File: config.mk
export PLATFORM = sky130hd
export DESIGN_NAME = clock_reset_control
export DESIGN_NICKNAME = d
export VERILOG_FILES = /design/src/clock_reset_pkg.sv /design/src/clock_reset_control.sv
export SDC_FILE = /design/constraint.sdc
export NUM_CORES = 1
export LEC_CHECK = 0
export ABC_AREA = 1
export BUFFER_PORTS_ARGS = -buffer_cell sky130_fd_sc_hd__buf_2
export CAP_MARGIN = 30
export CORE_ASPECT_RATIO = 1.75
export CORE_MARGIN = 2
export CORE_UTILIZATION = 25
export CTS_CLUSTER_SIZE = 40
export DETAILED_ROUTE_END_ITERATION = 8
export SLEW_MARGIN = 20
export SYNTH_ARGS = -nofsm -noshare
export SYNTH_HDL_FRONTEND = slang
export SYNTH_SLANG_ARGS = --single-unit
File: constraint.sdc
create_clock -name core_clk -period 2.79 [get_ports core_clk]
set_clock_uncertainty 0.15 [all_clocks]
set_input_delay 0.4185 -clock core_clk [delete_from_list [all_inputs] [get_ports core_clk]]
set_output_delay 0.4185 -clock core_clk [all_outputs]
set_load 0.03 [all_outputs]
File: src/clock_reset_pkg.sv
// Constants, types and register map of the clock and supply-reset controller
//
// Summary of operation
// - Range 2: one flash wait state above 8 MHz, none from 32 kHz to 8 MHz.
// - Range 3: one flash wait state above 2.1 MHz, none at or below 2.1 MHz.
// - System clock from external fast osc, internal fast RC or multi-speed RC; PLL from first two.
// - Multi-speed RC offers seven frequencies, 65 kHz up to 4.2 MHz.
// - After any reset the system runs from the multi-speed RC near 2 MHz.
// - Enabled failure monitor moves system from failed external fast osc to internal RC.
// - Clock source changes at run time without glitch or stall at the core.
// - Separate clock gates for core, each peripheral and the memories.
// - Prescalers make AHB and two APB clocks, none above 32 MHz.
// - Calendar and display clocks each pick slow RC, slow osc or fast osc.
// - Slow RC clocks the watchdog and can be measured against the fast RC.
// - PLL fed from the external fast osc gives a dedicated 48 MHz clock to the USB interface.
// - The clock output pin carries one selected internal clock.
// - Multi-speed RC is trimmable by software, measurable against the slow osc.
// - Device held in reset while supply is below power-down or brownout level.
// - Brownout reset offers five thresholds chosen by option settings.
// - Once supply is up, option settings load, may change or disable brownout.
// - Supply monitor: seven levels, event on falling below and/or rising above.
// - Internal reference voltage may switch off automatically in Stop mode.
// - Main regulator in Run and Sleep, low-power one in low-power run, low-power sleep and Stop, off in Standby.
// - Range 1: one flash wait state above 16 MHz, none from 32 kHz to 16 MHz.
package clock_reset_pkg;

	// ************
	// Bus and map
	// ************
	localparam int ADDR_W = 12;
	localparam logic [ADDR_W-1:0] OFS_CTRL = 12'h000;
	localparam logic [ADDR_W-1:0] OFS_CFG = 12'h004;
	localparam logic [ADDR_W-1:0] OFS_MSI = 12'h008;
	localparam logic [ADDR_W-1:0] OFS_STAT = 12'h00c;
	localparam logic [ADDR_W-1:0] OFS_FLAG = 12'h010;
	localparam logic [ADDR_W-1:0] OFS_GATE_AHB = 12'h014;
	localparam logic [ADDR_W-1:0] OFS_GATE_APB1 = 12'h018;
	localparam logic [ADDR_W-1:0] OFS_GATE_APB2 = 12'h01c;
	localparam logic [ADDR_W-1:0] OFS_PWR = 12'h020;
	localparam logic [ADDR_W-1:0] OFS_MEAS = 12'h024;
	localparam logic [ADDR_W-1:0] OFS_OPT = 12'h028;

	typedef struct packed {
		logic psel;
		logic penable;
		logic pwrite;
		logic [ADDR_W-1:0] paddr;
		logic [31:0] pwdata;
	} apb_req_type;

	typedef struct packed {
		logic pready;
		logic pslverr;
		logic [31:0] prdata;
	} apb_rsp_type;

	// ************
	// Field positions
	// ************
	localparam int CTRL_CSS_EN = 6;
	localparam int CTRL_CSS_IE = 7;
	localparam int CTRL_PLL_SRC = 8;
	localparam int CFG_SRC = 0;
	localparam int CFG_AHB = 2;
	localparam int CFG_APB1 = 6;
	localparam int CFG_APB2 = 9;
	localparam int CFG_MCO = 12;
	localparam int CFG_RTC = 15;
	localparam int CFG_LCD = 17;
	localparam int MSI_TRIM = 3;
	localparam int FLAG_CSS = 0;
	localparam int FLAG_PVD = 1;
	localparam int FLAG_ERR = 2;
	localparam int PWR_LVL = 1;
	localparam int PWR_RISE = 4;
	localparam int PWR_FALL = 5;
	localparam int PWR_VREF = 6;
	localparam int PWR_VOS = 7;

	// ************
	// Sources, frequencies and limits
	// ************
	localparam logic [1:0] SRC_MSI = 2'h0;
	localparam logic [1:0] SRC_HSI = 2'h1;
	localparam logic [1:0] SRC_HSE = 2'h2;
	localparam logic [1:0] SRC_PLL = 2'h3;
	localparam int OSC_MSI = 0;
	localparam int OSC_HSI = 1;
	localparam int OSC_HSE = 2;
	localparam int OSC_PLL = 3;
	localparam int OSC_LSE = 4;
	localparam int OSC_LSI = 5;
	localparam logic [15:0] HSI_KHZ = 16'h3e80;
	localparam logic [15:0] BUS_MAX_KHZ = 16'h7d00;
	localparam logic [15:0] WS_LIM_R1_KHZ = 16'h3e80;
	localparam logic [15:0] WS_LIM_R2_KHZ = 16'h1f40;
	localparam logic [15:0] WS_LIM_R3_KHZ = 16'h0834;
	localparam logic [1:0] VOS_R1 = 2'h1;
	localparam logic [1:0] VOS_R2 = 2'h2;
	localparam logic [3:0] AHB_DIV_MAX = 4'h9;
	localparam logic [2:0] APB_DIV_MAX = 3'h4;
	localparam logic [2:0] MSI_RANGE_MAX = 3'h6;
	localparam logic [2:0] PVD_LVL_MAX = 3'h6;
	localparam logic [2:0] BOR_LVL_MAX = 3'h4;

	// ************
	// Reset values
	// ************
	localparam logic [5:0] RST_OSC_ON = 6'h01;
	localparam logic [2:0] RST_MSI_RANGE = 3'h5;
	localparam logic [7:0] RST_MSI_TRIM = 8'h00;
	localparam logic [31:0] RST_GATE = 32'h00000000;

	typedef enum logic [2:0] {
		ST_IDLE = 3'b000,
		ST_WAIT = 3'b001,
		ST_WS_UP = 3'b010,
		ST_SWITCH = 3'b011,
		ST_WS_DOWN = 3'b100
	} sw_state_type;

	typedef enum logic [2:0] {
		PM_RUN = 3'b000,
		PM_SLEEP = 3'b001,
		PM_LP_RUN = 3'b010,
		PM_LP_SLEEP = 3'b011,
		PM_STOP = 3'b100,
		PM_STANDBY = 3'b101
	} pwr_mode_type;

	typedef enum logic [1:0] {
		REG_MAIN = 2'b00,
		REG_LOW = 2'b01,
		REG_OFF = 2'b10
	} reg_mode_type;

endpackage

File: src/clock_reset_control.sv
// Clock selection, prescaling, gating and supply-reset control with APB registers
//
// Decided for this implementation: register access over APB and the register offsets.
`timescale 1ns/1ps
module clock_reset_control
	import clock_reset_pkg::*;
#(
	parameter logic [15:0] HSE_KHZ = 16'h1f40,
	parameter logic [15:0] PLL_KHZ = 16'h7d00
) (
	input wire logic core_clk,
	input wire logic rst_b,
	input wire apb_req_type apb_in,
	output apb_rsp_type apb_out,
	input wire logic [5:0] osc_rdy,
	input wire logic hse_fail,
	input wire logic lsi_tick,
	input wire logic lse_tick,
	input wire logic wdg_active,
	input wire pwr_mode_type pwr_mode,
	input wire logic supply_ok,
	input wire logic [4:0] bor_cmp,
	input wire logic [6:0] pvd_above,
	input wire logic [2:0] opt_bor_lvl,
	input wire logic opt_bor_off,
	output logic [5:0] osc_en,
	output logic [1:0] sys_src_sel,
	output logic pll_src_sel,
	output logic flash_ws,
	output logic hclk_en,
	output logic pclk1_en,
	output logic pclk2_en,
	output logic core_clk_on,
	output logic [31:0] gate_ahb,
	output logic [31:0] gate_apb1,
	output logic [31:0] gate_apb2,
	output logic [1:0] rtc_src_sel,
	output logic [1:0] lcd_src_sel,
	output logic usb_clk_on,
	output logic [2:0] clk_out_sel,
	output logic [2:0] msi_range,
	output logic [7:0] msi_trim,
	output logic sys_reset_hold,
	output reg_mode_type reg_mode,
	output logic vref_on,
	output logic css_irq,
	output logic pvd_irq
);

	// ************
	// State
	// ************
	typedef struct packed {
		apb_rsp_type rsp;
		logic [5:0] osc_on;
		logic [5:0] osc_en;
		logic css_en, css_ie, pll_src;
		logic [1:0] req_src;
		logic [3:0] req_ahb;
		logic [2:0] apb1_div, apb2_div;
		logic [2:0] mco_sel;
		logic [1:0] rtc_sel, lcd_sel;
		logic [2:0] msi_range;
		logic [7:0] msi_trim;
		logic [1:0] act_src;
		logic [3:0] act_ahb;
		logic ws;
		sw_state_type st;
		logic pend, css_flag, pvd_flag, cfg_err;
		logic [31:0] gate_ahb, gate_apb1, gate_apb2;
		logic pvd_en;
		logic [2:0] pvd_lvl;
		logic pvd_rise, pvd_fall, pvd_prev, vref_auto;
		logic [1:0] vos;
		logic meas_sel;
		logic [15:0] meas_cnt, meas_val;
		logic opt_done;
		logic [2:0] bor_lvl;
		logic bor_off;
		logic hold;
		logic [8:0] ahb_cnt;
		logic [3:0] apb1_cnt, apb2_cnt;
		logic hclk_en, pclk1_en, pclk2_en, core_on, usb_on;
		reg_mode_type reg_mode;
		logic vref_on, css_irq, pvd_irq;
	} state_type;

	state_type s_q;
	state_type s_d;

	// ************
	// Helper functions
	// ************
	// Multi-speed RC frequency in kHz per range code
	function automatic logic [15:0] msi_khz(input logic [2:0] r);
		case (r)
			3'h0: msi_khz = 16'h0041;
			3'h1: msi_khz = 16'h0083;
			3'h2: msi_khz = 16'h0106;
			3'h3: msi_khz = 16'h020c;
			3'h4: msi_khz = 16'h0418;
			3'h5: msi_khz = 16'h0831;
			default: msi_khz = 16'h1062;
		endcase
	endfunction

	// Frequency of a system clock root in kHz
	function automatic logic [15:0] src_khz(input logic [1:0] src, input logic [2:0] r);
		case (src)
			SRC_MSI: src_khz = msi_khz(r);
			SRC_HSI: src_khz = HSI_KHZ;
			SRC_HSE: src_khz = HSE_KHZ;
			default: src_khz = PLL_KHZ;
		endcase
	endfunction

	// Flash wait states needed for a core frequency in a voltage range
	function automatic logic ws_need(input logic [15:0] khz, input logic [1:0] vos);
		case (vos)
			VOS_R1: ws_need = khz > WS_LIM_R1_KHZ;
			VOS_R2: ws_need = khz > WS_LIM_R2_KHZ;
			default: ws_need = khz > WS_LIM_R3_KHZ;
		endcase
	endfunction

	// Low counter bits that must be all ones for a divide by two to the d
	function automatic logic [8:0] div_mask(input logic [3:0] d);
		div_mask = 9'((10'h001 << d) - 10'h001);
	endfunction

	// ************
	// Next state
	// ************
	always_comb begin
		logic acc;
		logic wr;
		logic hit;
		logic [31:0] rd;
		logic [15:0] new_khz;
		logic [15:0] act_khz;
		logic [15:0] req_khz;
		logic [3:0] ahb_w;
		logic [2:0] lvl_w;
		logic pvd_now;
		logic hse_based;
		logic stop_like;
		logic [8:0] p1_mask;
		logic [8:0] p2_mask;
		s_d = s_q;
		acc = apb_in.psel & apb_in.penable;
		wr = acc & apb_in.pwrite & s_q.rsp.pready;
		hit = 1'b1;
		rd = 32'h00000000;
		new_khz = 16'h0000;
		ahb_w = 4'h0;
		lvl_w = 3'h0;
		p1_mask = div_mask({1'b0, s_q.apb1_div});
		p2_mask = div_mask({1'b0, s_q.apb2_div});
		act_khz = src_khz(s_q.act_src, s_q.msi_range) >> s_q.act_ahb;
		req_khz = src_khz(s_q.req_src, s_q.msi_range) >> s_q.req_ahb;
		hse_based = s_q.act_src == SRC_HSE || (s_q.act_src == SRC_PLL && !s_q.pll_src);

		// Register read mux and decode
		case (apb_in.paddr)
			OFS_CTRL: rd = {23'h0, s_q.pll_src, s_q.css_ie, s_q.css_en, s_q.osc_on};
			OFS_CFG: rd = {13'h0, s_q.lcd_sel, s_q.rtc_sel, s_q.mco_sel, s_q.apb2_div, s_q.apb1_div,
				s_q.req_ahb, s_q.req_src};
			OFS_MSI: rd = {21'h0, s_q.msi_trim, s_q.msi_range};
			OFS_STAT: rd = {15'h0, s_q.st, s_q.pend, s_q.act_ahb, s_q.ws, s_q.act_src, osc_rdy};
			OFS_FLAG: rd = {29'h0, s_q.cfg_err, s_q.pvd_flag, s_q.css_flag};
			OFS_GATE_AHB: rd = s_q.gate_ahb;
			OFS_GATE_APB1: rd = s_q.gate_apb1;
			OFS_GATE_APB2: rd = s_q.gate_apb2;
			OFS_PWR: rd = {23'h0, s_q.vos, s_q.vref_auto, s_q.pvd_fall, s_q.pvd_rise, s_q.pvd_lvl, s_q.pvd_en};
			OFS_MEAS: rd = {15'h0, s_q.meas_sel, s_q.meas_val};
			OFS_OPT: rd = {28'h0, s_q.bor_off, s_q.bor_lvl};
			default: hit = 1'b0;
		endcase

		// APB answer one cycle into the access phase
		s_d.rsp.pready = acc & !s_q.rsp.pready;
		if (acc && !s_q.rsp.pready) begin
			s_d.rsp.prdata = apb_in.pwrite ? 32'h00000000 : rd;
			s_d.rsp.pslverr = !hit;
		end

		// Register writes at the completing edge
		if (wr && hit) begin
			case (apb_in.paddr)
				OFS_CTRL: begin
					s_d.osc_on = apb_in.pwdata[5:0];
					s_d.css_en = apb_in.pwdata[CTRL_CSS_EN];
					s_d.css_ie = apb_in.pwdata[CTRL_CSS_IE];
					s_d.pll_src = apb_in.pwdata[CTRL_PLL_SRC];
				end
				OFS_CFG: begin
					ahb_w = apb_in.pwdata[CFG_AHB +: 4] > AHB_DIV_MAX ? AHB_DIV_MAX : apb_in.pwdata[CFG_AHB +: 4];
					new_khz = src_khz(apb_in.pwdata[CFG_SRC +: 2], s_q.msi_range) >> ahb_w;
					if (new_khz > BUS_MAX_KHZ) begin
						s_d.cfg_err = 1'b1;
					end else begin
						s_d.req_src = apb_in.pwdata[CFG_SRC +: 2];
						s_d.req_ahb = ahb_w;
						s_d.pend = 1'b1;
					end
					s_d.apb1_div = apb_in.pwdata[CFG_APB1 +: 3] > APB_DIV_MAX ? APB_DIV_MAX
						: apb_in.pwdata[CFG_APB1 +: 3];
					s_d.apb2_div = apb_in.pwdata[CFG_APB2 +: 3] > APB_DIV_MAX ? APB_DIV_MAX
						: apb_in.pwdata[CFG_APB2 +: 3];
					s_d.mco_sel = apb_in.pwdata[CFG_MCO +: 3];
					s_d.rtc_sel = apb_in.pwdata[CFG_RTC +: 2];
					s_d.lcd_sel = apb_in.pwdata[CFG_LCD +: 2];
				end
				OFS_MSI: begin
					// Range changes only while another root drives the system
					if (s_q.act_src != SRC_MSI) begin
						s_d.msi_range = apb_in.pwdata[2:0] > MSI_RANGE_MAX ? MSI_RANGE_MAX : apb_in.pwdata[2:0];
					end
					s_d.msi_trim = apb_in.pwdata[MSI_TRIM +: 8];
				end
				OFS_FLAG: begin
					if (apb_in.pwdata[FLAG_CSS]) s_d.css_flag = 1'b0;
					if (apb_in.pwdata[FLAG_PVD]) s_d.pvd_flag = 1'b0;
					if (apb_in.pwdata[FLAG_ERR]) s_d.cfg_err = 1'b0;
				end
				OFS_GATE_AHB: s_d.gate_ahb = apb_in.pwdata;
				OFS_GATE_APB1: s_d.gate_apb1 = apb_in.pwdata;
				OFS_GATE_APB2: s_d.gate_apb2 = apb_in.pwdata;
				OFS_PWR: begin
					lvl_w = apb_in.pwdata[PWR_LVL +: 3];
					s_d.pvd_en = apb_in.pwdata[0];
					s_d.pvd_lvl = lvl_w > PVD_LVL_MAX ? PVD_LVL_MAX : lvl_w;
					s_d.pvd_rise = apb_in.pwdata[PWR_RISE];
					s_d.pvd_fall = apb_in.pwdata[PWR_FALL];
					s_d.vref_auto = apb_in.pwdata[PWR_VREF];
					if (apb_in.pwdata[PWR_VOS +: 2] != 2'h0) s_d.vos = apb_in.pwdata[PWR_VOS +: 2];
				end
				OFS_MEAS: s_d.meas_sel = apb_in.pwdata[16];
				default: ;
			endcase
		end

		// Source switch sequencer
		case (s_q.st)
			ST_IDLE: begin
				if (ws_need(act_khz, s_q.vos)) s_d.ws = 1'b1;
				if (s_q.pend) begin
					s_d.pend = wr && apb_in.paddr == OFS_CFG ? s_d.pend : 1'b0;
					s_d.st = ST_WAIT;
				end
			end
			ST_WAIT: begin
				// Old source stays until the new one is stable
				if (osc_rdy[s_q.req_src] && s_q.osc_on[s_q.req_src]) begin
					s_d.st = ws_need(req_khz, s_q.vos) && !s_q.ws ? ST_WS_UP : ST_SWITCH;
				end
			end
			ST_WS_UP: begin
				s_d.ws = 1'b1;
				s_d.st = ST_SWITCH;
			end
			ST_SWITCH: begin
				// Root and divider change together, dividers restart clean
				s_d.act_src = s_q.req_src;
				s_d.act_ahb = s_q.req_ahb;
				s_d.ahb_cnt = 9'h000;
				s_d.apb1_cnt = 4'h0;
				s_d.apb2_cnt = 4'h0;
				s_d.st = !ws_need(req_khz, s_q.vos) && s_q.ws ? ST_WS_DOWN : ST_IDLE;
			end
			ST_WS_DOWN: begin
				s_d.ws = 1'b0;
				s_d.st = ST_IDLE;
			end
			default: s_d.st = ST_IDLE;
		endcase

		// Failure monitor forces the internal fast RC, highest priority
		if (s_q.css_en && hse_fail && hse_based) begin
			s_d.css_flag = 1'b1;
			// Rescue requested once, then the sequencer is left to finish it
			if (s_q.req_src != SRC_HSI || s_q.st == ST_IDLE) begin
				s_d.osc_on[OSC_HSI] = 1'b1;
				s_d.req_src = SRC_HSI;
				s_d.req_ahb = s_q.act_ahb;
				s_d.st = ST_WAIT;
			end
		end

		// Bus clock enables from the prescalers
		s_d.ahb_cnt = s_d.ahb_cnt + 9'h001;
		s_d.hclk_en = (s_q.ahb_cnt & div_mask(s_q.act_ahb)) == div_mask(s_q.act_ahb);
		s_d.pclk1_en = 1'b0;
		s_d.pclk2_en = 1'b0;
		if (s_d.hclk_en && s_q.st != ST_SWITCH) begin
			s_d.apb1_cnt = s_q.apb1_cnt + 4'h1;
			s_d.apb2_cnt = s_q.apb2_cnt + 4'h1;
			s_d.pclk1_en = (s_q.apb1_cnt & p1_mask[3:0]) == p1_mask[3:0];
			s_d.pclk2_en = (s_q.apb2_cnt & p2_mask[3:0]) == p2_mask[3:0];
		end

		// Slow clock period counted in core cycles
		s_d.meas_cnt = s_q.meas_cnt + 16'h0001;
		if (s_q.meas_sel ? lse_tick : lsi_tick) begin
			s_d.meas_val = s_q.meas_cnt;
			s_d.meas_cnt = 16'h0000;
		end

		// Supply level monitor crossing events, set wins over clear
		pvd_now = pvd_above[s_q.pvd_lvl];
		s_d.pvd_prev = pvd_now;
		if (s_q.pvd_en && ((s_q.pvd_fall && s_q.pvd_prev && !pvd_now)
			|| (s_q.pvd_rise && !s_q.pvd_prev && pvd_now))) begin
			s_d.pvd_flag = 1'b1;
		end

		// Option settings load once supply is up
		if (supply_ok && !s_q.opt_done) begin
			s_d.opt_done = 1'b1;
			s_d.bor_lvl = opt_bor_lvl > BOR_LVL_MAX ? BOR_LVL_MAX : opt_bor_lvl;
			s_d.bor_off = opt_bor_off;
		end
		s_d.hold = !supply_ok || !s_q.opt_done || (!s_q.bor_off && !bor_cmp[s_q.bor_lvl]);

		// Mode dependent outputs
		stop_like = pwr_mode == PM_STOP || pwr_mode == PM_STANDBY;
		s_d.osc_en = s_d.osc_on;
		s_d.osc_en[s_d.act_src] = 1'b1;
		s_d.osc_en[OSC_LSI] = s_d.osc_on[OSC_LSI] || wdg_active;
		if (s_d.act_src == SRC_PLL) s_d.osc_en[s_d.pll_src ? OSC_HSI : OSC_HSE] = 1'b1;
		if (stop_like) s_d.osc_en[OSC_PLL:OSC_MSI] = 4'h0;
		s_d.core_on = pwr_mode == PM_RUN || pwr_mode == PM_LP_RUN;
		s_d.usb_on = s_q.osc_en[OSC_PLL] && osc_rdy[OSC_PLL] && !s_q.pll_src && !stop_like;
		case (pwr_mode)
			PM_RUN, PM_SLEEP: s_d.reg_mode = REG_MAIN;
			PM_STANDBY: s_d.reg_mode = REG_OFF;
			default: s_d.reg_mode = REG_LOW;
		endcase
		s_d.vref_on = !(s_q.vref_auto && pwr_mode == PM_STOP) && pwr_mode != PM_STANDBY;
		s_d.css_irq = s_d.css_flag && s_q.css_ie;
		s_d.pvd_irq = s_d.pvd_flag;
	end

	// ************
	// Registers
	// ************
	always_ff @(posedge core_clk) begin
		if (!rst_b) begin
			s_q <= '0;
			s_q.osc_on <= RST_OSC_ON;
			s_q.osc_en <= RST_OSC_ON;
			s_q.req_src <= SRC_MSI;
			s_q.act_src <= SRC_MSI;
			s_q.msi_range <= RST_MSI_RANGE;
			s_q.msi_trim <= RST_MSI_TRIM;
			s_q.gate_ahb <= RST_GATE;
			s_q.gate_apb1 <= RST_GATE;
			s_q.gate_apb2 <= RST_GATE;
			s_q.vos <= VOS_R2;
			s_q.st <= ST_IDLE;
			s_q.hold <= 1'b1;
			s_q.reg_mode <= REG_MAIN;
			s_q.vref_on <= 1'b1;
			s_q.core_on <= 1'b1;
		end else begin
			s_q <= s_d;
		end
	end

	// Outputs straight from the state flops
	assign apb_out = s_q.rsp;
	assign osc_en = s_q.osc_en;
	assign sys_src_sel = s_q.act_src;
	assign pll_src_sel = s_q.pll_src;
	assign flash_ws = s_q.ws;
	assign hclk_en = s_q.hclk_en;
	assign pclk1_en = s_q.pclk1_en;
	assign pclk2_en = s_q.pclk2_en;
	assign core_clk_on = s_q.core_on;
	assign gate_ahb = s_q.gate_ahb;
	assign gate_apb1 = s_q.gate_apb1;
	assign gate_apb2 = s_q.gate_apb2;
	assign rtc_src_sel = s_q.rtc_sel;
	assign lcd_src_sel = s_q.lcd_sel;
	assign usb_clk_on = s_q.usb_on;
	assign clk_out_sel = s_q.mco_sel;
	assign msi_range = s_q.msi_range;
	assign msi_trim = s_q.msi_trim;
	assign sys_reset_hold = s_q.hold;
	assign reg_mode = s_q.reg_mode;
	assign vref_on = s_q.vref_on;
	assign css_irq = s_q.css_irq;
	assign pvd_irq = s_q.pvd_irq;

endmodule // clock_reset_control

[After elaboration in Yosys (flattened, before gate mapping)]
Cells that the tools add are included.
Operators by class
  add/sub/neg operators: 7
  multiply operators: 0
  divide/modulo/power cells: 0
  order comparisons: 20
  eq/ne operators: 42
  shift operators: 6
  multiplexer cells: 79
  bitwise gates (word level): 10
  reduce and logical (&&, ||, !) cells: 79
Operators by type and width (number)
  32-bit one-hot mux with 11 select lines: 1
  32-bit 2-to-1 mux: 4
  106-bit 2-to-1 mux: 1
  16-bit one-hot mux with 3 select lines: 2
  13-bit one-hot mux with 6 select lines: 1
  12-bit by 5-bit == test with 1-bit output, second input constant: 4
  6-bit 2-to-1 mux: 8
  16-bit by 4-bit right shift with 16-bit output: 3
  15-bit one-hot mux with 3 select lines: 1
  12-bit by 6-bit == test with 1-bit output, second input constant: 3
  16-bit by 12-bit > comparator with 1-bit output, second input constant: 2
  16-bit by 13-bit > comparator with 1-bit output, second input constant: 2
  16-bit by 14-bit > comparator with 1-bit output, second input constant: 2
  16-bit 2-to-1 mux: 2
  31-bit 2-to-1 mux: 1
  3-bit 2-to-1 mux: 10
  1-bit 2-to-1 mux: 28
  1-bit logical AND: 25
  12-bit by 4-bit == test with 1-bit output, second input constant: 2
  2-bit AND reduction: 10
  19-bit 2-to-1 mux: 1
  17-bit 2-to-1 mux: 1
  16-bit by 1-bit adder with 16-bit output, second input constant: 1
  16-bit by 15-bit > comparator with 1-bit output, second input constant: 1
  other kinds (52): 127
Word-level totals
  register bits: 264
  latch bits: 0
  memory bits (writable): 0
  bits in read-only memories: 0
  bits of input ports: 79
  output and inout port bits: 169
  logic and storage cells: 297
  memories kept: 0

[Depth between registers and ports, before layout]
Gate-level depths: netlist of the first run.
  depth after elaboration: 18
  depth in mapped cells: 26
  depth with buffers taken out: 25

[Worst setup path after synthesis of the first run]
No wires, ideal clock.
  kind: reg2reg
  start point: register s_q[214] (netlist name)
  end point: register s_q[176] (netlist name)
  library setup time: 0.056 ns
  arrival time: 2.408 ns
  data required time: 2.584 ns
  slack: 0.176 ns
  cell stages (with the launch flop): 24
  path buffers: 0
  period minus slack after synthesis: 2.614 ns
  path through: dfxtp_1 inv_1 ha_1 nor2_1 nand3_1 nand3_1 nand2_1 nand2_1 nand2_1 nand2_1 nand2_1 inv_1 nand2_1 nor2_1 nand3_1 nand2_1 nand2_1 nand2_1 nand2_1 nand2_1 nand2_1 nand4_1 nand2_1 inv_1
On the way
  longest elaborated chain between the ends: 13
  elaborated cells between the ends (all ways): 24
  those cells by class: order compare (3); eq/ne (3); shift (1); mux (13); reduce/logical (4)
RTL lines
  from (decl): line clock_reset_control.sv:88  | state_type s_q;
  2-bit == test, or another cell as far along: line clock_reset_control.sv:109  | case (src)
  16-bit one-hot mux with 3 select lines: line clock_reset_control.sv:109
  16-bit by 4-bit right shift with 16-bit output: line clock_reset_control.sv:160  | req_khz = src_khz(s_q.req_src, s_q.msi_range) >> s_q.req_ahb;
  16-bit by 12-bit > comparator with 1-bit output, or another cell as far along: line clock_reset_control.sv:122  | default: ws_need = khz > WS_LIM_R3_KHZ;
  1-bit one-hot mux with 2 select lines: line clock_reset_control.sv:119  | case (vos)
  1-bit 2-to-1 mux: line clock_reset_control.sv:254  | if (osc_rdy[s_q.req_src] && s_q.osc_on[s_q.req_src]) begin
  1-bit 2-to-1 mux: line clock_reset_control.sv:244  | case (s_q.st)
  1-bit logical AND: line clock_reset_control.sv:255  | s_d.st = ws_need(req_khz, s_q.vos) && !s_q.ws ? ST_WS_UP : ST_SWITCH;
  1-bit 2-to-1 mux: line clock_reset_control.sv:255
  3-bit 2-to-1 mux: line clock_reset_control.sv:254
  3-bit one-hot mux with 4 select lines: line clock_reset_control.sv:244
  3-bit 2-to-1 mux: line clock_reset_control.sv:282  | if (s_q.req_src != SRC_HSI || s_q.st == ST_IDLE) begin
  3-bit 2-to-1 mux *: line clock_reset_control.sv:279  | if (s_q.css_en && hse_fail && hse_based) begin
Every way passes the cells marked *; elsewhere a longest branch is shown, timed or not. The select of a mux whose other input is x is not followed.
A chain may end at the register's enable or synchronous reset.

[Worst setup path in the final report of the first run]
  start point: register s_q[215] (netlist name)
  end point: register s_q[176] (netlist name)
The elaborated chain is that of the path after synthesis.

==> flow_summary.ini, run 1 <==
[worst_setup_path]
slowest_delay_ps = 340
slowest_stage = dfxtp_2
critPathBufInv = 5
setup.worst_path.start_class = register
cp-startpoint = s_q[215]
critPathRequiredTime_ps = 3100
path_delay_family = simple AND/OR/NAND/NOR gates
crit_fanout = 6
path_cells = inv_2 > buf_6 > ha_1 > inv_1 > o21ai_2 > nand2_2 > nor2_2 > nand2_2 > nor2_1 > nand4_1 > nor2_1 > nand3_2 > nand3_2 > nand2_1 > inv_1 > nand2_1 > nand2_1 > nand2_2 > nand2_4 > nand2_2 > nand2_1 > nand4_1 > nand2_1 > inv_1
path_common_cell = nand2_1
end_kind = register
cp.arrival_ps = 3020
crit_type = register to register
r2r_start = s_q[215]

[timing]
setup_viol = 0
fin_tns_setup_ps = 0
relSlewSlack_pct = 44.7
fin_crit_sh_pct = 97.0
setup_ws_ps = 82.4
hold_viol = 1
min_period_ps = 2710
whs_ps = -4.13
fmax_mhz = 369
worst_slew_pin_slew_ps = 829
report.final.slew_viol_count = 0
rsz0062_at_grt = yes

[route]
wire_per_inst_um = 19.3
drt_iter0_markers = 972
drc = 0
vias = 15661
drt_pass1_iterations = 6
postRouteAntennaNets = 0
routed_wl_mm = 62.1
viasPerCell = 4.87

[layout]
layout-drive-gt1-share_pct = 26.6
area_delta_synth_final_pct = 26.9
final_util_pct = 32.0
fin_nets = 2522
num-fill-cells = 6416

[worst_hold_path]
holdCritStartpoint = pwr_mode[0]
worstHoldPathType = primary input to register

[die]
core-area_um2 = 58000
die_area_um2 = 60500
top_level_ports = 248
start_util_pct = 25.2
die_y_um = 324
die_x_um = 187
rows = 117

[synth]
synth.top_cell.area_share_pct = 36.0
yosys-top-cells-area = dfxtp_1 (36%), nand2_1 (9.1%), a21oi_1 (8.7%)
ys_ff_latch = 263
yosysSeqAreaShare_pct = 36.0
synth.largest_area_cell = dfxtp_1
synth.distinct_cells = 50
syn_inst = 2155
syn_nets = 2254
avgSynthCellArea_um2 = 6.79
yosys_warnings = 0
syn_area_um2 = 14600

[global_route]
grt_pass1_vias = 15212
grt.overflow.total = 0
grt_pass1_wl_mm = 90.9
grtUsageTotal_pct = 19.8
grt_max_degree = 147
antenna_found_initial = 8

[clock_network]
cts-root-buf = clkbuf_16
clk_latency_ps = 560
cts_inserted_buffers = 25
cts_sinks = 263
cts-htree-levels = 1
cts_buffer_depth = 3
clk_pin_slew_ps = 80
cts_tree = done

[placed_design]
gp_congestion = 0.998
port_buffers = 247
pre_cts_ws_ps = -197
dp_hpwl_mm = 49.2

[power_and_ir_drop]
ir_worst_vdd_mv = 0.470
leakage_nw = 7.93
powerDensity_nw_per_um2 = 433
fin_total_pwr_mw = 8.04

[run_status]
status = finished, violations left
failed_checks = negative hold slack

[job]
cap_violations = 0
## final timing paths
check,end,slack (ps),cells past startpoint
setup reg to reg,s_q[176],80,24
hold reg to reg,sys_reset_hold,280,1
hold / removal,core_clk_on,-4,2
setup / recovery,s_q[176],80,24
## sequential cells by signal, summed over array words and instances (netlist names), 2 cells and up
name	cells
apb_out	34
reg_mode	2
clk_out_sel	3
gate_ahb	32
gate_apb2	32
osc_en	5
gate_apb1	32
rtc_src_sel	2
lcd_src_sel	2
sys_src_sel	2
s_q	95
msi_trim	8
msi_range	3
## Yosys cell counts (all sizes together)
| library cell | number |
|---|---|
| nand2 | 359 |
| inv | 282 |
| dfxtp | 263 |
| a21oi | 257 |
| o21ai | 227 |
| buf | 173 |
| nor2 | 172 |
| nand3 | 139 |
| clkbuf | 74 |
| o22ai | 45 |
| nor3 | 30 |
| ha | 20 |
| a221oi | 18 |
| o221ai | 16 |
| nand4 | 12 |
| a211oi | 10 |
| a22oi | 7 |
| nor4 | 7 |
| o211ai | 7 |
| a31oi | 6 |
| or2 | 6 |
| clkinv | 4 |
| o31ai | 3 |
| a2111oi | 2 |
| a21o | 2 |
| mux2i | 2 |
| nand3b | 2 |
| nor3b | 2 |
| o21a | 2 |
| a21boi | 1 |
| a311oi | 1 |
| a32oi | 1 |
| o2111ai | 1 |
| o21bai | 1 |
| xor2 | 1 |
## kinds of logic (layout without fill, tap and decap cells)
family / after synthesis / after routing / synth area share [%]
AND/OR/NAND/NOR: 729 / 729 / 21.3
AO/OA/AOI/OAI: 607 / 607 / 22.9
buffers and inverters: 533 / 820 / 17.9
flip-flops: 263 / 263 / 36.0
adder cells (fa/ha/maj): 20 / 20 / 1.71
multiplexers: 2 / 2 / 0.137
XOR/XNOR: 1 / 1 / 0.0599
other: 0 / 4 / 0
## per-layer routing
layer / routed length [um] / part of all wire, % / track usage [%]
met2: 31400 / 51 / 36.6
met5: 47 / 0.076 / 0
met3: 3910 / 6.3 / 4.06
met1: 20700 / 33 / 18.6
met4: 6090 / 9.8 / 16.9
## cells in the final DEF (no fill, tap or decap), drive strengths merged, types with 2 or more instances in the layout
master       count
a211oi          10
ha              20
clkinvlp         4
a2111oi          2
clkinv           9
inv            284
nand3          139
nand4           12
a31oi            6
o31ai            3
mux2i            2
a22oi            7
buf            481
o211ai           7
a221oi          18
bufinv           4
nand2          359
o221ai          16
nor3            30
nor3b            2
a21o             2
o21a             2
dlygate4sd3      7
o22ai           45
diode            4
nor4             7
o21ai          227
nand3b           2
or2              6
a21oi          257
dfxtp          263
nor2           172
clkbuf          31
## metrics by stage
stage	std cells	area, um2
finish	3219	18600
global route	3216	18500
CTS	3208	18100
detailed placement	3155	17100
global placement	3155	17100
floorplan	2155	14600
## power by group
part | switching [mW] | total [mW] | internal, mW
Clock | 1.64 | 3.74 | 2.09
Combinational | 0.328 | 0.490 | 0.162
Sequential | 0.0251 | 3.81 | 3.79
## layout make-up
class	instances	area, um2	area share, %
clock buffer	31	668	3.60
antenna	4	10.0	0.0539
tap	773	967	5.21
inverter	286	1080	5.83
multi-input combinational	1359	7140	38.5
clock inverter	15	196	1.06
timing repair buffer	488	3210	17.3
sequential	263	5280	28.4
## worst register-to-register path, cell delays in order, from the launching register on
cell	delay, ps
dfxtp_2	340
inv_2	80
buf_6	120
ha_1	130
inv_1	50
o21ai_2	160
nand2_2	90
nor2_2	150
nand2_2	110
nor2_1	100
nand4_1	110
nor2_1	140
nand3_2	110
nand3_2	80
nand2_1	50
inv_1	60
nand2_1	50
nand2_1	70
nand2_2	70
nand2_4	110
nand2_2	50
nand2_1	50
nand4_1	70
nand2_1	70
inv_1	50
## repair_timing
item | 4_1_cts | 5_1_grt
endpoints found under the setup margin | 2 | 13
gates resized for setup | 12 | 103
pin swaps | 1 | 28
hold endpoints to repair | 8 | 0
hold buffers | 7 | 0
gates cloned | 0 | 0
setup buffers | 0 | 8
No activity file was read; power rests on OpenSTA's default activity.
==> run 2, diff against run 1 <==
--- a/config.mk
+++ b/config.mk
@@ -5,7 +5,6 @@
 export SDC_FILE = /design/constraint.sdc
 export NUM_CORES = 1
 export LEC_CHECK = 0
-export ABC_AREA = 1
 export BUFFER_PORTS_ARGS = -buffer_cell sky130_fd_sc_hd__buf_2
 export CAP_MARGIN = 30
 export CORE_ASPECT_RATIO = 1.75
==> flow_summary.ini, run 2 <==
[timing]
rsz0062_at_grt = yes
relSlewSlack_pct = 55.0
setup_viol = 2
report.final.slew_viol_count = 0
fmax_mhz = 349
hold_viol = 0
setup_ws_ps = -72.2
worst_slew_pin_slew_ps = 675
min_period_ps = 2860
fin_crit_sh_pct = 103

[synth]
synth_edf_count = 0
synth.top_cell.area_share_pct = 35.2
avgSynthCellArea_um2 = 7.66
yosys_warnings = 0
synth.largest_area_cell = dfxtp_1
syn_area_um2 = 15000
ys_ff_latch = 263
synth.most_common_cell = nand2_1
syn_inst = 1953
synthTopCellsByCount = nand2_1 (370), dfxtp_1 (263), a21oi_1 (244), buf_4 (166), nor2_1 (152)
ys.flop_type = dfxtp_1
synth.distinct_cells = 85
yosys-top-cells-area = dfxtp_1 (35%), nand2_1 (9.3%), buf_4 (8.3%)
yosysSeqAreaShare_pct = 35.2
async_flop_share_pct = 0
syn_nets = 2052

[worst_hold_path]
holdPathStages = 3
holdCritStartpoint = apb_in[9]
worstHoldPathType = primary input to register
hold_end = gate_apb1[9]

[placed_design]
port_buffers = 247
gp_congestion = 0.913
dp_hpwl_mm = 49.7

[global_route]
grt_pass1_vias = 14989
grt_max_degree = 82
grt.overflow.total = 0
grtUsageMet2_pct = 37.6
grtUsageTotal_pct = 20.2
busiest_layer = met2
use_met3_pct = 3.19
grt_use_met1_pct = 19.2
antenna_found_initial = 5
grt_pass1_wl_mm = 94.0

[clock_network]
cts_buffer_depth = 3
cts-htree-levels = 1
cts_tree = done
cts_sinks = 263
clk_latency_ps = 580
cts_inserted_buffers = 26
cts-root-buf = clkbuf_16
clk_pin_slew_ps = 70

[route]
postRouteAntennaNets = 0
vias = 15215
wire_per_inst_um = 21.4
drc = 0
viasPerCell = 5.05
drt_iter0_markers = 909
drt_pass1_iterations = 7
routed_wl_mm = 64.5

[run_status]
status = finished, violations left
failed_checks = negative setup slack

[die]
die_x_um = 189
die_y_um = 328
top_level_ports = 248
start_util_pct = 25.3
core-area_um2 = 59200
die_area_um2 = 61900
rows = 118

[worst_setup_path]
crit_fanout = 4
r2r_slack_ps = -70
setup.worst_path.start_class = register
critPathRequiredTime_ps = 3100
cp.arrival_ps = 3180
reg2reg_depth = 10
end_kind = register
timing.rr.end = s_q[178]
r2r_start = s_q[214]
crit_type = register to register

[layout]
layout_common_cells = nand2_1 (370), dfxtp_1 (256), buf_2 (247), a21oi_1 (243), buf_4 (227)
area_delta_synth_final_pct = 26.6
fin_nets = 2312
regMostFlops = s_q
num-fill-cells = 6286
final_util_pct = 32.0
largest_reg_flops = 95
mostFrequentLayoutCell = nand2_1
layout-drive-gt1-share_pct = 29.2

[power_and_ir_drop]
fin_total_pwr_mw = 7.89
ir_worst_vdd_mv = 0.582
leakage_nw = 7.39
powerDensity_nw_per_um2 = 417

[job]
cap_violations = 0
## run 2: cell count changes after synthesis, sizes merged, moves of 21 or more
cell / delta
nand2b: +21
inv: -248
o22ai: -36
buf: +23
a22oi: +34
mux2: +35
o21ai: -172
nand3: -88
clkbuf: +26
## run 2: cell type report
| cell class | instances | area (um2) | area share [%] |
|---|---|---|---|
| Multi-Input combinational cell | 1358 | 8070 | 42.6 |
| Timing Repair Buffer | 528 | 3640 | 19.2 |
| Clock buffer | 38 | 726 | 3.83 |
| Tap cell | 780 | 976 | 5.15 |
| Antenna cell | 2 | 5.00 | 0.0264 |
| Inverter | 36 | 149 | 0.786 |
| Sequential cell | 263 | 5280 | 27.9 |
| Clock inverter | 9 | 103 | 0.542 |
## run 2: worst max path at each step
| stage | start | end | cells past startpoint |
|---|---|---|---|
| 3_3_place_gp | msi_range[0] | s_q[176] | 11 |
| 2_1_floorplan | s_q[215] | s_q[178] | 12 |
| 6_report | s_q[214] | s_q[178] | 10 |
| 5_1_grt | s_q[215] | s_q[178] | 13 |
| 3_5_place_dp | s_q[215] | s_q[178] | 11 |
| 4_1_cts | s_q[214] | s_q[178] | 12 |
## run 2: logic make-up (layout without fill, tap and decap cells)
| group | Yosys count | in the layout | synth area share (%) |
|---|---|---|---|
| and+or+nand+nor | 742 | 742 | 22.5 |
| xor gates and xnor gates | 25 | 25 | 1.46 |
| other | 0 | 2 | 0 |
| AOI/OAI and AO/OA | 509 | 509 | 21.5 |
| adders and majority gates | 20 | 20 | 1.67 |
| DFF | 263 | 263 | 35.2 |
| muxes | 62 | 62 | 4.86 |
| buffers and inverters | 332 | 611 | 12.8 |
## run 2: report_power, final
| part | internal [mW] | switching, mW | leakage [nW] | total (mW) |
|---|---|---|---|---|
| sequential | 3.78 | 0.0290 | 2.13 | 3.80 |
| combinational | 0.195 | 0.323 | 4.87 | 0.518 |
| clock | 1.92 | 1.65 | 0.393 | 3.57 |
## run 2: through the flow
| stage | std cells | hold WS [ps] | setup TNS, ps | area (um2) | setup WS (ps) |
|---|---|---|---|---|---|
| after floorplan | 1953 | 242 | -29.2 | 15000 | -29.2 |
| after global placement | 2917 | 272 | -275 | 17300 | -123 |
| after detailed placement | 2917 | 273 | -473 | 17300 | -217 |
| after CTS | 3001 | 19.4 | -28.7 | 18600 | -28.7 |
| after global routing | 3013 | 30.0 | -397 | 18900 | -227 |
| final | 3014 | 36.2 | -109 | 18900 | -72.2 |
## run 2: repair_timing
action | 4_1_cts | 5_1_grt
endpoints found under the setup margin | 5 | 18
resized for setup | 24 | 49
pin swaps | 13 | 25
endpoints found under the hold margin | 74 | 0
hold buffers | 31 | 0
buffers inserted | 6 | 11
## run 2: routing by layer
layer  up-vias  wire length, um
met5         -               11
met1      7184            21100
li1       7190                -
met3       225             3820
met2       614            33100
met4         2             6400
## run 2: worst max-delay path, cell delays in order, from the launching register on
cell and delay (ps):
dfxtp_4 400, inv_4 50, ha_4 260, nor2_4 110, o211ai_1 200, a211oi_2 290
nand3_2 160, or3_1 400, mux2i_1 140, nand4_1 200, a2111oi_4 390
